<file path="src/rtl/ccs_params.svh">
// Offsets, field positions and reset values of the comparator block
`ifndef CCS_PARAMS_SVH
`define CCS_PARAMS_SVH

// ----------------------------------------------------------------------
// Register byte offsets
// ----------------------------------------------------------------------
`define CCS_OFF_CSC      12'h000
`define CCS_OFF_SOPT     12'h004

// ----------------------------------------------------------------------
// Field positions of comparator_status_control
// ----------------------------------------------------------------------
`define CCS_BIT_ENABLE   7
`define CCS_BIT_REFSEL   6
`define CCS_BIT_FLAG     5
`define CCS_BIT_IRQEN    4
`define CCS_BIT_OUTVAL   3
`define CCS_BIT_PINEN    2
`define CCS_BIT_MODE_HI  1
`define CCS_BIT_MODE_LO  0

// ----------------------------------------------------------------------
// Field positions of system_option_reg_two
// ----------------------------------------------------------------------
`define CCS_BIT_ROUTE    0

// ----------------------------------------------------------------------
// Reset values
// ----------------------------------------------------------------------
`define CCS_RST_CSC      8'h00
`define CCS_RST_SOPT     8'h00
`define CCS_RST_MODE     2'h0

`endif

</file>
<file path="src/rtl/ccs_pkg.sv">
// Types shared by the comparator control and status block
package ccs_pkg;

   // ----------------------------------------------------------------------
   // Bus and mode types
   // ----------------------------------------------------------------------
   typedef logic [11:0] ccs_addr_t;
   typedef logic [31:0] ccs_data_t;

   typedef enum logic [1:0] {
      CCS_FALL_A = 2'b00,
      CCS_RISE   = 2'b01,
      CCS_FALL_B = 2'b10,
      CCS_BOTH   = 2'b11
   } ccs_edge_e;

endpackage

</file>
<file path="src/rtl/ccs_sync_if.sv">
// Raw asynchronous levels in, filtered levels out
interface ccs_sync_if;
   logic [1:0] raw;
   logic [1:0] lvl;

   modport filt (
      input  raw,
      output lvl
   );
   modport user (
      output raw,
      input  lvl
   );
endinterface

</file>
<file path="src/rtl/ccs_sync.sv">
// Three-stage synchroniser with agreement filter, one per input
module ccs_sync (
   input wire logic    pclk,
   input wire logic    presetn,
   ccs_sync_if.filt    sif
);

   // ----------------------------------------------------------------------
   // Per-input stages
   // ----------------------------------------------------------------------
   genvar gi;
   generate
      for (gi = 0; gi < 2; gi++) begin : g_ch
         logic s1_q;
         logic s2_q;
         logic s3_q;
         logic lvl_q;
         logic lvl_d;

         always_comb begin
            lvl_d = (s2_q == s3_q) ? s2_q : lvl_q;
         end

         // Stage one feeds stage two only, to contain metastability
         always_ff @(posedge pclk or negedge presetn) begin
            if (!presetn) begin
               s1_q  <= 1'b0;
               s2_q  <= 1'b0;
               s3_q  <= 1'b0;
               lvl_q <= 1'b0;
            end else begin
               s1_q  <= sif.raw[gi];
               s2_q  <= s1_q;
               s3_q  <= s2_q;
               lvl_q <= lvl_d;
            end
         end

         assign sif.lvl[gi] = lvl_q;
      end
   endgenerate

endmodule

</file>
<file path="src/rtl/ccs_top.sv">
// Control and status logic around the analog comparator, APB slave
`include "ccs_params.svh"

// Functional notes
// - Bit 7 switches comparator on or off
// - Bit 6 picks pin or bandgap reference
// - Bit 5 flag sets on selected edge
// - Writing one clears flag, zero keeps
// - Interrupt asserted while flag and enable set
// - Bit 3 reads present comparator output
// - Output value zero when disabled, reset
// - Bit 2 drives output onto pin
// - Mode: 00/10 fall, 01 rise, 11 both
// - Output high when noninverting input higher
// - Negative pin always feeds inverting input
// - Stop state event with interrupt wakes CPU
// - Route option feeds capture channel zero
module ccs_top (
   input  wire logic              pclk,
   input  wire logic              presetn,
   input  wire logic              psel,
   input  wire logic              penable,
   input  wire logic              pwrite,
   input  wire ccs_pkg::ccs_addr_t paddr,
   input  wire ccs_pkg::ccs_data_t pwdata,
   output logic [31:0]            prdata,
   output logic                   pready,
   output logic                   pslverr,
   input  wire logic              cmp_raw,
   input  wire logic              capture_pin_in,
   input  wire logic              stop_mode,
   output logic                   cmp_enable,
   output logic                   ref_select,
   output logic                   cmp_out_pin,
   output logic                   cmp_out_pin_oe,
   output logic                   cmp_irq,
   output logic                   wake_req,
   output logic                   capture_ch0,
   output logic                   capture_pin_avail
);
   import ccs_pkg::*;

   // ----------------------------------------------------------------------
   // Synchronisers
   // ----------------------------------------------------------------------
   ccs_sync_if sif ();

   assign sif.raw = {capture_pin_in, cmp_raw};

   ccs_sync u_sync (
      .pclk    (pclk),
      .presetn (presetn),
      .sif     (sif)
   );

   logic cmp_lvl;
   logic cap_lvl;
   assign cmp_lvl = sif.lvl[0];
   assign cap_lvl = sif.lvl[1];

   // ----------------------------------------------------------------------
   // Bus decode
   // ----------------------------------------------------------------------
   logic hit_csc;
   logic hit_sopt;
   logic acc;
   logic wr_csc;
   logic wr_sopt;
   logic setup_rd;

   assign hit_csc  = (paddr == `CCS_OFF_CSC);
   assign hit_sopt = (paddr == `CCS_OFF_SOPT);
   assign acc      = psel & penable;
   assign wr_csc   = acc & pwrite & hit_csc;
   assign wr_sopt  = acc & pwrite & hit_sopt;
   assign setup_rd = psel & ~penable & ~pwrite;
   // Zero wait states; unmapped words answer with an error
   assign pready   = 1'b1;
   assign pslverr  = acc & ~(hit_csc | hit_sopt);

   // ----------------------------------------------------------------------
   // Control and status state
   // ----------------------------------------------------------------------
   logic      en_q,   en_d;
   logic      ref_q,  ref_d;
   logic      flag_q, flag_d;
   logic      ie_q,   ie_d;
   logic      ope_q,  ope_d;
   ccs_edge_e mode_q, mode_d;
   logic      route_q, route_d;
   logic      en_prev_q, en_prev_d;
   logic      lvl_prev_q, lvl_prev_d;
   logic      out_val;
   logic      rise;
   logic      fall;
   logic      event_hit;
   logic [7:0] csc_rd;
   // Reset image; only the enable field takes its bit from it, the others reset to literal zeros
   localparam logic [7:0] rst_csc = `CCS_RST_CSC;

   assign rise = cmp_lvl & ~lvl_prev_q;
   assign fall = ~cmp_lvl & lvl_prev_q;

   assign out_val = en_q & cmp_lvl;

   always_comb begin
      event_hit = 1'b0;
      unique case (mode_q)
         CCS_FALL_A: event_hit = fall;
         CCS_RISE:   event_hit = rise;
         CCS_FALL_B: event_hit = fall;
         CCS_BOTH:   event_hit = rise | fall;
      endcase
      // Turning the comparator on must not look like an edge
      event_hit = event_hit & en_q & en_prev_q;
   end

   always_comb begin
      en_d       = en_q;
      ref_d      = ref_q;
      ie_d       = ie_q;
      ope_d      = ope_q;
      mode_d     = mode_q;
      route_d    = route_q;
      flag_d     = flag_q;
      en_prev_d  = en_q;
      lvl_prev_d = cmp_lvl;
      if (wr_csc) begin
         en_d   = pwdata[`CCS_BIT_ENABLE];
         ref_d  = pwdata[`CCS_BIT_REFSEL];
         ie_d   = pwdata[`CCS_BIT_IRQEN];
         ope_d  = pwdata[`CCS_BIT_PINEN];
         mode_d = ccs_edge_e'(pwdata[`CCS_BIT_MODE_HI:`CCS_BIT_MODE_LO]);
         if (pwdata[`CCS_BIT_FLAG]) begin
            flag_d = 1'b0;
         end
      end
      if (wr_sopt) begin
         route_d = pwdata[`CCS_BIT_ROUTE];
      end
      if (event_hit) begin
         flag_d = 1'b1;
      end
   end

   always_ff @(posedge pclk or negedge presetn) begin
      if (!presetn) begin
         en_q       <= rst_csc[`CCS_BIT_ENABLE];
         ref_q      <= 1'b0;
         flag_q     <= 1'b0;
         ie_q       <= 1'b0;
         ope_q      <= 1'b0;
         mode_q     <= CCS_FALL_A;
         route_q    <= 1'b0;
         en_prev_q  <= 1'b0;
         lvl_prev_q <= 1'b0;
      end else begin
         en_q       <= en_d;
         ref_q      <= ref_d;
         flag_q     <= flag_d;
         ie_q       <= ie_d;
         ope_q      <= ope_d;
         mode_q     <= mode_d;
         route_q    <= route_d;
         en_prev_q  <= en_prev_d;
         lvl_prev_q <= lvl_prev_d;
      end
   end

   // ----------------------------------------------------------------------
   // Read path
   // ----------------------------------------------------------------------
   logic [31:0] prdata_q, prdata_d;

   assign csc_rd = {en_q, ref_q, flag_q, ie_q, out_val, ope_q, mode_q};

   always_comb begin
      prdata_d = prdata_q;
      if (setup_rd) begin
         if (hit_csc) begin
            prdata_d = {24'h000000, csc_rd};
         end else if (hit_sopt) begin
            prdata_d = {31'h00000000, route_q};
         end else begin
            prdata_d = 32'h00000000;
         end
      end
   end

   always_ff @(posedge pclk or negedge presetn) begin
      if (!presetn) begin
         prdata_q <= 32'h00000000;
      end else begin
         prdata_q <= prdata_d;
      end
   end

   assign prdata = prdata_q;

   // ----------------------------------------------------------------------
   // Outputs to the analog core, pins and timer
   // ----------------------------------------------------------------------
   logic pin_q,  pin_d;
   logic cap_q,  cap_d;

   always_comb begin
      pin_d = ope_q & out_val;
      cap_d = route_q ? out_val : cap_lvl;
   end

   always_ff @(posedge pclk or negedge presetn) begin
      if (!presetn) begin
         pin_q <= 1'b0;
         cap_q <= 1'b0;
      end else begin
         pin_q <= pin_d;
         cap_q <= cap_d;
      end
   end

   // inverting input fixed in analog core
   assign cmp_enable        = en_q;
   assign ref_select        = ref_q;
   assign cmp_out_pin       = pin_q;
   assign cmp_out_pin_oe    = ope_q;
   assign capture_ch0       = cap_q;
   assign capture_pin_avail = ~route_q;
   assign cmp_irq           = flag_q & ie_q;
   assign wake_req          = stop_mode & flag_q & ie_q;
endmodule

</file>
<file path="config.mk">
export PLATFORM = sky130hd
export DESIGN_NAME = ccs_top
export DESIGN_NICKNAME = d
export VERILOG_FILES = /design/src/rtl/ccs_pkg.sv /design/src/rtl/ccs_sync_if.sv /design/src/rtl/ccs_sync.sv /design/src/rtl/ccs_top.sv
export VERILOG_INCLUDE_DIRS = /design/src /design/src/rtl
export SDC_FILE = /design/constraint.sdc
export NUM_CORES = 1
export LEC_CHECK = 0
export BUFFER_PORTS_ARGS = -buffer_cell sky130_fd_sc_hd__buf_2
export CORE_ASPECT_RATIO = 1.75
export CORE_UTILIZATION = 43
export CTS_CLUSTER_DIAMETER = 30
export DETAILED_ROUTE_END_ITERATION = 12
export PLACE_DENSITY = 0.84
export SLEW_MARGIN = 20
export SYNTH_ARGS = -nofsm -noshare
export SYNTH_HDL_FRONTEND = slang
export SYNTH_SLANG_ARGS = --single-unit
</file>
<file path="constraint.sdc">
create_clock -name pclk -period 1.6 [get_ports pclk]
set_input_delay 0.24 -clock pclk [delete_from_list [all_inputs] [get_ports pclk]]
set_output_delay 0.24 -clock pclk [all_outputs]
set_load 0.05 [all_outputs]
</file>
==> results.py, run 1 <==
metrics = {
    "status": {
        "status": "complete, but fails checks",
        "violations": "design-rule violations",
    },
    "clock_network": {
        "ctsResizeCount": 0,
        "htreeDepth": 1,
        "hold_buffers": 1,
        "cts_tree": "yes",
        "cts_buffers": 3,
        "clock-root-buffer": "clkbuf_8",
        "cts_sinks": 28,
        "post_cts_buffers": 0,
        "clockBufferDepth": 2,
        "insertion_delay_ns": 0.27,
        "cts.clk_slew.worst_paths_ns": 0.08,
    },
    "timing": {
        "rsz0062_at_grt": "false",
        "relSlewSlack": 0.595,
        "slew_violations": 0,
        "final_hold_viol_count": 0,
        "fin_crit_ns": 1.48,
        "fin_crit_sh": 0.926,
        "clock.fmax_ghz": 0.675,
        "setup_viol": 0,
        "fin_ws_ns": 0.119,
        "tightest_slew_ns": 0.607,
        "hold_slack_ns": 0.0744,
        "setup_tns_ns": 0,
        "finClkSkew_ns": 0.00389,
    },
    "final_layout": {
        "antennaDiodeCount": 0,
        "nets": 207,
        "final_core_util": 0.522,
        "drive_above_1_share": 0.417,
        "area_delta_synth_final_pct": 16.8,
        "n_fill_cell": 265,
        "fin_cells": 179,
    },
    "place": {
        "dp_cells": 175,
        "gp_congestion": 0.737,
        "dpl.hpwl_mm": 1.78,
        "dp_slack_ns": -0.0829,
        "io_buffers": 43,
    },
    "worst_setup_path": {
        "reg2regPathDepth": 4,
        "endpoint": "pslverr",
        "cp-end-kind": "primary output",
        "cp-start-kind": "input port",
        "r2r-start": "u_sync.g_ch[0].lvl_q",
        "reg2reg_to": "flag_q",
        "worst-path-max-fanout": 3,
        "worst-setup-path-type": "in2out",
        "regToRegSetupSlack_ns": 0.33,
        "required_ns": 1.36,
        "critPathLaunch": "paddr[5]",
        "cp.arrival_ns": 1.24,
    },
    "power_and_ir_drop": {
        "ir_drop_uv": 542,
        "switchingPower_uw": 393,
        "power.density_nw_per_um2": 878,
        "internal-power_uw": 936,
        "switching_share": 0.296,
        "power.clock.fraction": 0.272,
        "power_frac_seq": 0.555,
        "power_frac_comb": 0.173,
        "p_leak_uw": 0.000839,
    },
    "global_routing": {
        "grt_max_degree": 29,
        "antenna_found_initial": 0,
        "grt_use_total": 0.142,
        "grt_pass1_vias": 801,
        "grt-ovfl-total": 0,
        "grt_pass1_wl_mm": 3.39,
    },
    "logic_synthesis": {
        "yosysWarnings": 0,
        "synth-seq-cells": 28,
        "synth_area_um2": 1290,
        "ys_types": 26,
        "syn_inst": 104,
        "yosysSeqAreaShare": 0.541,
        "syn_avg_cell_area_um2": 12.5,
    },
    "route": {
        "drtIter0Drc": 54,
        "wl_per_cell_um": 12.9,
        "routed_via_density": 4.97,
        "wl_mm": 2.30,
        "highest_layer": "met4",
        "wl_met2_mm": 1.26,
        "via_count": 889,
        "drc_errors": 20,
        "postRouteAntennaNets": 0,
        "wirelength_met1_um": 856,
        "dr.pass1.iters": 9,
        "route.met3.wl_um": 160,
    },
    "floorplanning": {
        "start_util": 0.447,
        "io_pins": 94,
        "rows": 26,
        "die_h_um": 74.6,
        "coreArea_um2": 2900,
        "dieArea_um2": 3240,
        "dieWidth_um": 43.5,
    },
    "run": {
        "cap_violations": 0,
    },
    "worst_hold_path": {
        "hp-class": "in2reg",
    },
}
metrics by stage:
step           power (uW)  area (um2)
2_1_floorplan         964        1380
3_3_place_gp          974        1460
3_5_place_dp          980        1460
4_1_cts              1340        1510
5_1_grt              1400        1510
6_report             1330        1510
power groups by stage:
| stage | Sequential, uW | Combinational, uW | Clock, uW |
|---|---|---|---|
| finish | 737 | 230 | 362 |
| global route | 739 | 246 | 411 |
| CTS | 737 | 231 | 370 |
| detailed placement | 751 | 229 | 0 |
| global placement | 750 | 224 | 0 |
| floorplan | 757 | 206 | 0 |
cell usage in the layout, fill, tap and decap left out, types with 3 or more instances in the layout:
cell	count
dfrtp_1	28
inv_1	6
buf_4	3
mux2_2	7
clkbuf_8	3
buf_2	43
a22o_1	6
conb_1	25
synth_stat cells (all sizes together):
cell / number / area, um2
o41ai: 1 / 8.76
mux2: 7 / 78.8
a32o: 1 / 10.0
a21oi: 1 / 5.00
o31ai: 1 / 7.51
nand3: 3 / 20.0
inv: 6 / 22.5
nor4: 2 / 25.0
o21ai: 2 / 10.0
nor3: 4 / 42.5
nand2: 2 / 7.51
nor2: 1 / 3.75
dfrtp: 28 / 701
or3b: 1 / 8.76
ha: 2 / 25.0
and3: 3 / 20.0
maj3: 2 / 20.0
mux2i: 2 / 20.0
conb: 2 / 7.51
and2: 1 / 6.26
buf: 26 / 193
a22o: 6 / 52.6
routing by layer:
layer  global-route usage  vias to the layer above
met4               0.0799                        0
met2                0.239                       50
met5                    0                        -
li1                     -                      402
met1                0.165                      433
met3               0.0291                        4
cells by family (layout without fill, tap and decap cells):
logic type,count (synthesis),in the layout,share of synthesized area
and+or+nand+nor,17,17,0.103
buffers and inverters,32,56,0.166
AOI/OAI and AO/OA,12,12,0.0725
DFF,28,28,0.541
other,2,25,0.00580
muxes,9,9,0.0763
adders and majority gates,4,4,0.0348
state kept, by name, summed over array words and instances, names as in the netlist:
register / flops
ie_q: 1
ref_select: 1
cmp_out_pin_oe: 1
route_q: 1
cmp_out_pin: 1
lvl_prev_q: 1
mode_q: 2
prdata: 8
u_sync.g_ch.lvl_q: 2
u_sync.g_ch.s1_q: 2
cmp_enable: 1
flag_q: 1
u_sync.g_ch.s3_q: 2
u_sync.g_ch.s2_q: 2
capture_ch0: 1
en_prev_q: 1
layout make-up:
type | count | area, um2 | share of cell area
Timing Repair Buffer | 47 | 248 | 0.164
Inverter | 6 | 22.5 | 0.0149
Sequential cell | 28 | 701 | 0.463
Multi-Input combinational cell | 67 | 465 | 0.308
Clock buffer | 3 | 41.3 | 0.0273
Tap cell | 28 | 35.0 | 0.0232
worst min-delay path by stage:
| stage | start | end | cells past startpoint |
|---|---|---|---|
| after detailed placement | presetn | prdata[4] | 1 |
| after global placement | presetn | ie_q | 1 |
| final | capture_pin_in | u_sync.g_ch[1].s1_q | 1 |
| after floorplan | presetn | capture_ch0 | 0 |
| after global routing | capture_pin_in | u_sync.g_ch[1].s1_q | 1 |
| after CTS | capture_pin_in | u_sync.g_ch[1].s1_q | 1 |
worst max-delay path, stage by stage:
cell and delay [ns]:
buf_2 0.10, nor4_2 0.29, nand3_2 0.17, and3_2 0.24, buf_2 0.20
(Power assumes the default switching activity.)
==> run 2, diff against run 1 <==
RECOVER_POWER = 50   (was default)
==> run 2 against run 1 <==
  * Hold slack worse by 0.0024 ns
  * Largest cell class unchanged
  * Cell count stayed put
  * Utilization stayed put
  * Count of clock-buffer cells in the layout stayed put
  * Clock power hardly changed
  * First-iteration DRC count stayed put
  * The flow still finishes with violations (design-rule violations)
  * Critical endpoint unchanged
  * Routed wire length is 0.39% lower
  * Critical path depth stayed put
  * Power is 0.13% higher
==> results.py, run 2 (synthesis results as in run 1) <==
metrics = {
    "final_layout": {
        "area_delta_synth_final_pct": 16.8,
        "layout_common_cells": "buf_2 (42), dfrtp_1 (28), conb_1 (25)",
        "n_fill_cell": 265,
        "nets": 207,
        "largest_reg_flops": 8,
        "multi_input_area_um2": 465,
        "layout_commonest_cell": "buf_2",
        "final_core_util": 0.522,
        "seq_area_um2": 701,
        "drive_above_1_share": 0.417,
        "final_area_um2": 1510,
        "antennaDiodeCount": 0,
    },
    "place": {
        "place_area_um2": 1460,
        "dp_slack_ns": -0.0829,
        "gp_congestion": 0.737,
        "dpl.hpwl_mm": 1.78,
        "io_buffers": 43,
    },
    "route": {
        "drtIter0Drc": 54,
        "wl_mm": 2.29,
        "drc_errors": 20,
        "routed_via_density": 5.00,
        "dr.pass1.iters": 10,
        "via_count": 895,
        "wl_per_cell_um": 12.8,
        "postRouteAntennaNets": 0,
    },
    "worst_setup_path": {
        "worst-setup-path-type": "in2out",
        "cp.arrival_ns": 1.24,
        "worst-path-max-fanout": 3,
        "cp-start-kind": "input port",
        "required_ns": 1.36,
        "cp-end-kind": "primary output",
    },
    "status": {
        "violations": "design-rule violations",
        "status": "complete, but fails checks",
    },
    "global_routing": {
        "grt-ovfl-total": 0,
        "grt_use_total": 0.142,
        "grt_pass1_vias": 801,
        "grt_max_degree": 29,
        "antenna_found_initial": 0,
        "grt_pass1_wl_mm": 3.39,
    },
    "worst_hold_path": {
        "hp-class": "in2reg",
    },
    "timing": {
        "final_hold_viol_count": 0,
        "fin_crit_ns": 1.48,
        "tightest_slew_ns": 0.670,
        "slew_violations": 0,
        "rsz0062_at_grt": "false",
        "finClkSkew_ns": 0.00365,
        "relSlewSlack": 0.553,
        "fin_ws_ns": 0.119,
        "setup_tns_ns": 0,
        "setup_viol": 0,
        "clock.fmax_ghz": 0.675,
        "fin_crit_sh": 0.926,
    },
    "floorplanning": {
        "coreArea_um2": 2900,
        "die_h_um": 74.6,
        "start_util": 0.447,
        "dieWidth_um": 43.5,
        "dieArea_um2": 3240,
        "io_pins": 94,
        "rows": 26,
    },
    "clock_network": {
        "cts.clk_slew.worst_paths_ns": 0.08,
        "cts_tree": "yes",
        "clock-root-buffer": "clkbuf_8",
        "cts_buffers": 3,
        "cts_sinks": 28,
        "insertion_delay_ns": 0.27,
        "htreeDepth": 1,
        "clockBufferDepth": 2,
    },
    "power_and_ir_drop": {
        "ir_drop_uv": 541,
        "p_leak_uw": 0.000839,
        "power.density_nw_per_um2": 880,
    },
    "run": {
        "cap_violations": 0,
    },
}
run 2: worst max-delay path: stages:
cell and delay (ns):
buf_2 0.10, nor4_2 0.29, nand3_2 0.17, and3_2 0.24, buf_2 0.20
run 2: power breakdown:
group | switching, uW | internal (uW)
logic | 187 | 42.6
clock network | 195 | 169
registers | 12.3 | 725
total | 394 | 936
run 2: metal layers:
metal  track usage  vias up  routed length (um)
met4        0.0799        0                  14
li1              -      403                   -
met5             0        -                   0
met2         0.239       54                1280
met3        0.0291        2                 168
met1         0.165      436                 833
run 2: final timing paths:
path                                      startpoint                  end  slack, ns  cells after the start
worst min-delay path                  capture_pin_in  u_sync.g_ch[1].s1_q       0.07                      1
worst max-delay path                        paddr[5]              pslverr       0.12                      5
worst max register to register  u_sync.g_ch[0].lvl_q               flag_q       0.33                      4
min in group asynchronous                    presetn            prdata[4]       0.53                      2
max in group asynchronous                    presetn  u_sync.g_ch[0].s2_q       0.64                      2
worst min register to register   u_sync.g_ch[1].s1_q  u_sync.g_ch[1].s2_q       0.35                      0
run 2: repair_timing:
action	CTS	global route
endpoints found under the setup margin	0	0
hold buffers	1	0
gates resized for setup	0	0
setup buffers	0	0
endpoints found under the hold margin	28	0
run 2: final cells by class:
type / instances / share of cell area
timing repair buffer: 47 / 0.164
inverter: 6 / 0.0149
tap: 28 / 0.0232
multi-input combinational: 67 / 0.308
clock buffer: 3 / 0.0273
sequential: 28 / 0.463
run 2: through the flow:
stage | total power, uW | std cells | hold slack [ns]
floorplan | 964 | 127 | -0.0556
global placement | 974 | 175 | 0.266
detailed placement | 980 | 175 | 0.279
CTS | 1340 | 179 | 0.0710
global route | 1400 | 179 | 0.0564
finish | 1330 | 179 | 0.0720
==> run 3, diff against run 2 <==
CORE_UTILIZATION = 36   (was 43)
PLACE_DENSITY = 0.75   (was 0.84)
clock period = 1.32 ns   (was 1.6 ns; I/O delays follow)
==> run 3 against run 2 <==
  * The flow now finishes without violations
  * Sequential power rose by 20%
  * Register-to-register slack got worse by 0.18 ns
  * Critical path depth rose by 1
  * Power rose by 39%
  * Setup slack got worse by 0.11 ns
  * Design area rose by 11%
  * Routed wire length rose by 1.1%
  * Clock skew barely moved
  * Via count fell by 0.11%
  * Non-clock buffer count rose by 4
==> results.py, run 3 (synthesis results as in run 1) <==
metrics = {
    "global_routing": {
        "grt-ovfl-total": 0,
        "grt_use_total": 0.129,
        "antenna_found_initial": 0,
        "grt_pass1_vias": 867,
        "grt_max_degree": 29,
        "grt_pass1_wl_mm": 3.56,
    },
    "final_layout": {
        "largest_reg_flops": 8,
        "area_delta_synth_final_pct": 30.0,
        "final_core_util": 0.496,
        "antennaDiodeCount": 0,
        "n_fill_cell": 316,
        "layout_commonest_cell": "buf_2",
        "layout_common_cells": "buf_2 (36), dfrtp_1 (28), conb_1 (25)",
        "fin_cells": 201,
        "drive_above_1_share": 0.436,
        "nets": 211,
    },
    "worst_setup_path": {
        "cp-end-kind": "primary output",
        "regToRegSetupSlack_ns": 0.15,
        "cp.arrival_ns": 1.11,
        "reg2regPathDepth": 5,
        "cp-start-kind": "input port",
        "worst-setup-path-type": "in2out",
        "required_ns": 1.12,
        "worst-path-max-fanout": 3,
    },
    "clock_network": {
        "cts_tree": "yes",
        "cts_sinks": 28,
        "cts_buffers": 3,
        "clockBufferDepth": 2,
        "cts.clk_slew.worst_paths_ns": 0.09,
        "clock-root-buffer": "clkbuf_8",
        "insertion_delay_ns": 0.27,
        "htreeDepth": 1,
    },
    "floorplanning": {
        "die_h_um": 81.3,
        "io_pins": 94,
        "rows": 28,
        "start_util": 0.381,
        "dieArea_um2": 3850,
        "dieWidth_um": 47.3,
        "coreArea_um2": 3400,
    },
    "timing": {
        "slew_violations": 0,
        "final_hold_viol_count": 0,
        "fin_crit_ns": 1.31,
        "hold_slack_ns": 0.0266,
        "relSlewSlack": 0.555,
        "setup_viol": 0,
        "clock.fmax_ghz": 0.762,
        "finClkSkew_ns": 0.00328,
        "fin_crit_sh": 0.994,
        "tightest_slew_ns": 0.667,
        "rsz0062_at_grt": "true",
        "fin_ws_ns": 0.00836,
    },
    "worst_hold_path": {
        "hp-class": "in2reg",
        "min_path_cells": 1,
    },
    "power_and_ir_drop": {
        "ir_drop_uv": 915,
        "switchingPower_uw": 499,
        "design_power_total_uw": 1850,
        "power.density_nw_per_um2": 1100,
        "internal-power_uw": 1350,
        "p_leak_uw": 0.000893,
        "power_frac_comb": 0.166,
        "power_frac_seq": 0.480,
        "switching_share": 0.270,
        "power.clock.fraction": 0.354,
    },
    "status": {
        "status": "finished clean",
    },
    "route": {
        "drtIter0Drc": 13,
        "routed_via_density": 4.45,
        "wl_mm": 2.32,
        "drc_errors": 0,
        "postRouteAntennaNets": 0,
        "via_count": 894,
        "wl_per_cell_um": 11.5,
        "dr.pass1.iters": 3,
    },
    "place": {
        "dpl.hpwl_mm": 1.80,
        "dp_cells": 193,
        "dp_slack_ns": -0.293,
        "io_buffers": 43,
        "gp_congestion": 0.726,
    },
    "run": {
        "cap_violations": 0,
    },
}
## run 3: critical path, cell delays in order
cell	delay, ns
buf_6	0.10
nor4_4	0.27
nand3_2	0.11
buf_6	0.14
and3_4	0.14
buf_8	0.14
## run 3: layout make-up
cell class                      instances  area (um2)  area share
Clock buffer                            3        41.3      0.0245
Clock inverter                          1        30.0      0.0178
Tap cell                               45        56.3      0.0334
Sequential cell                        28         701       0.416
Inverter                                6        22.5      0.0134
Multi-Input combinational cell         67         505       0.300
Timing Repair Buffer                   51         328       0.195
## run 3: path summary, 6_finish.rpt
| check | start | end |
|---|---|---|
| setup / recovery | paddr[6] | pslverr |
| hold / removal | cmp_raw | u_sync.g_ch[0].s1_q |
| setup reg to reg | u_sync.g_ch[0].lvl_q | flag_q |
| hold reg to reg | u_sync.g_ch[1].s1_q | u_sync.g_ch[1].s2_q |
| max in group asynchronous | presetn | flag_q |
| min in group asynchronous | presetn | u_sync.g_ch[1].s1_q |
## run 3: what timing repair did
item                       in CTS  in global routing
gates resized for setup         9                  4
hold endpoints to repair       28                  0
buffers inserted                3                  0
pin swaps                       5                  3
setup endpoints to repair       2                  9
hold buffers                    1                  0
## run 3: per-layer routing
metal	track usage	routed length, um	vias to the layer above
met5	0	0	-
met4	0.0514	19	0
met3	0.0267	195	2
met2	0.242	1300	54
met1	0.128	809	427
li1	-	-	411
## run 3: through the flow
step / setup TNS (ns) / area, um2
final: 0 / 1680
after global routing: -0.192 / 1680
after CTS: 0 / 1670
after detailed placement: -3.41 / 1520
after global placement: -2.88 / 1520
after floorplan: -0.746 / 1400
## run 3: power groups by stage
stage,clock [uW],sequential (uW),combinational [uW]
floorplan,0,918,252
global placement,0,905,289
detailed placement,0,905,294
CTS,672,888,309
global route,698,891,333
finish,654,888,308
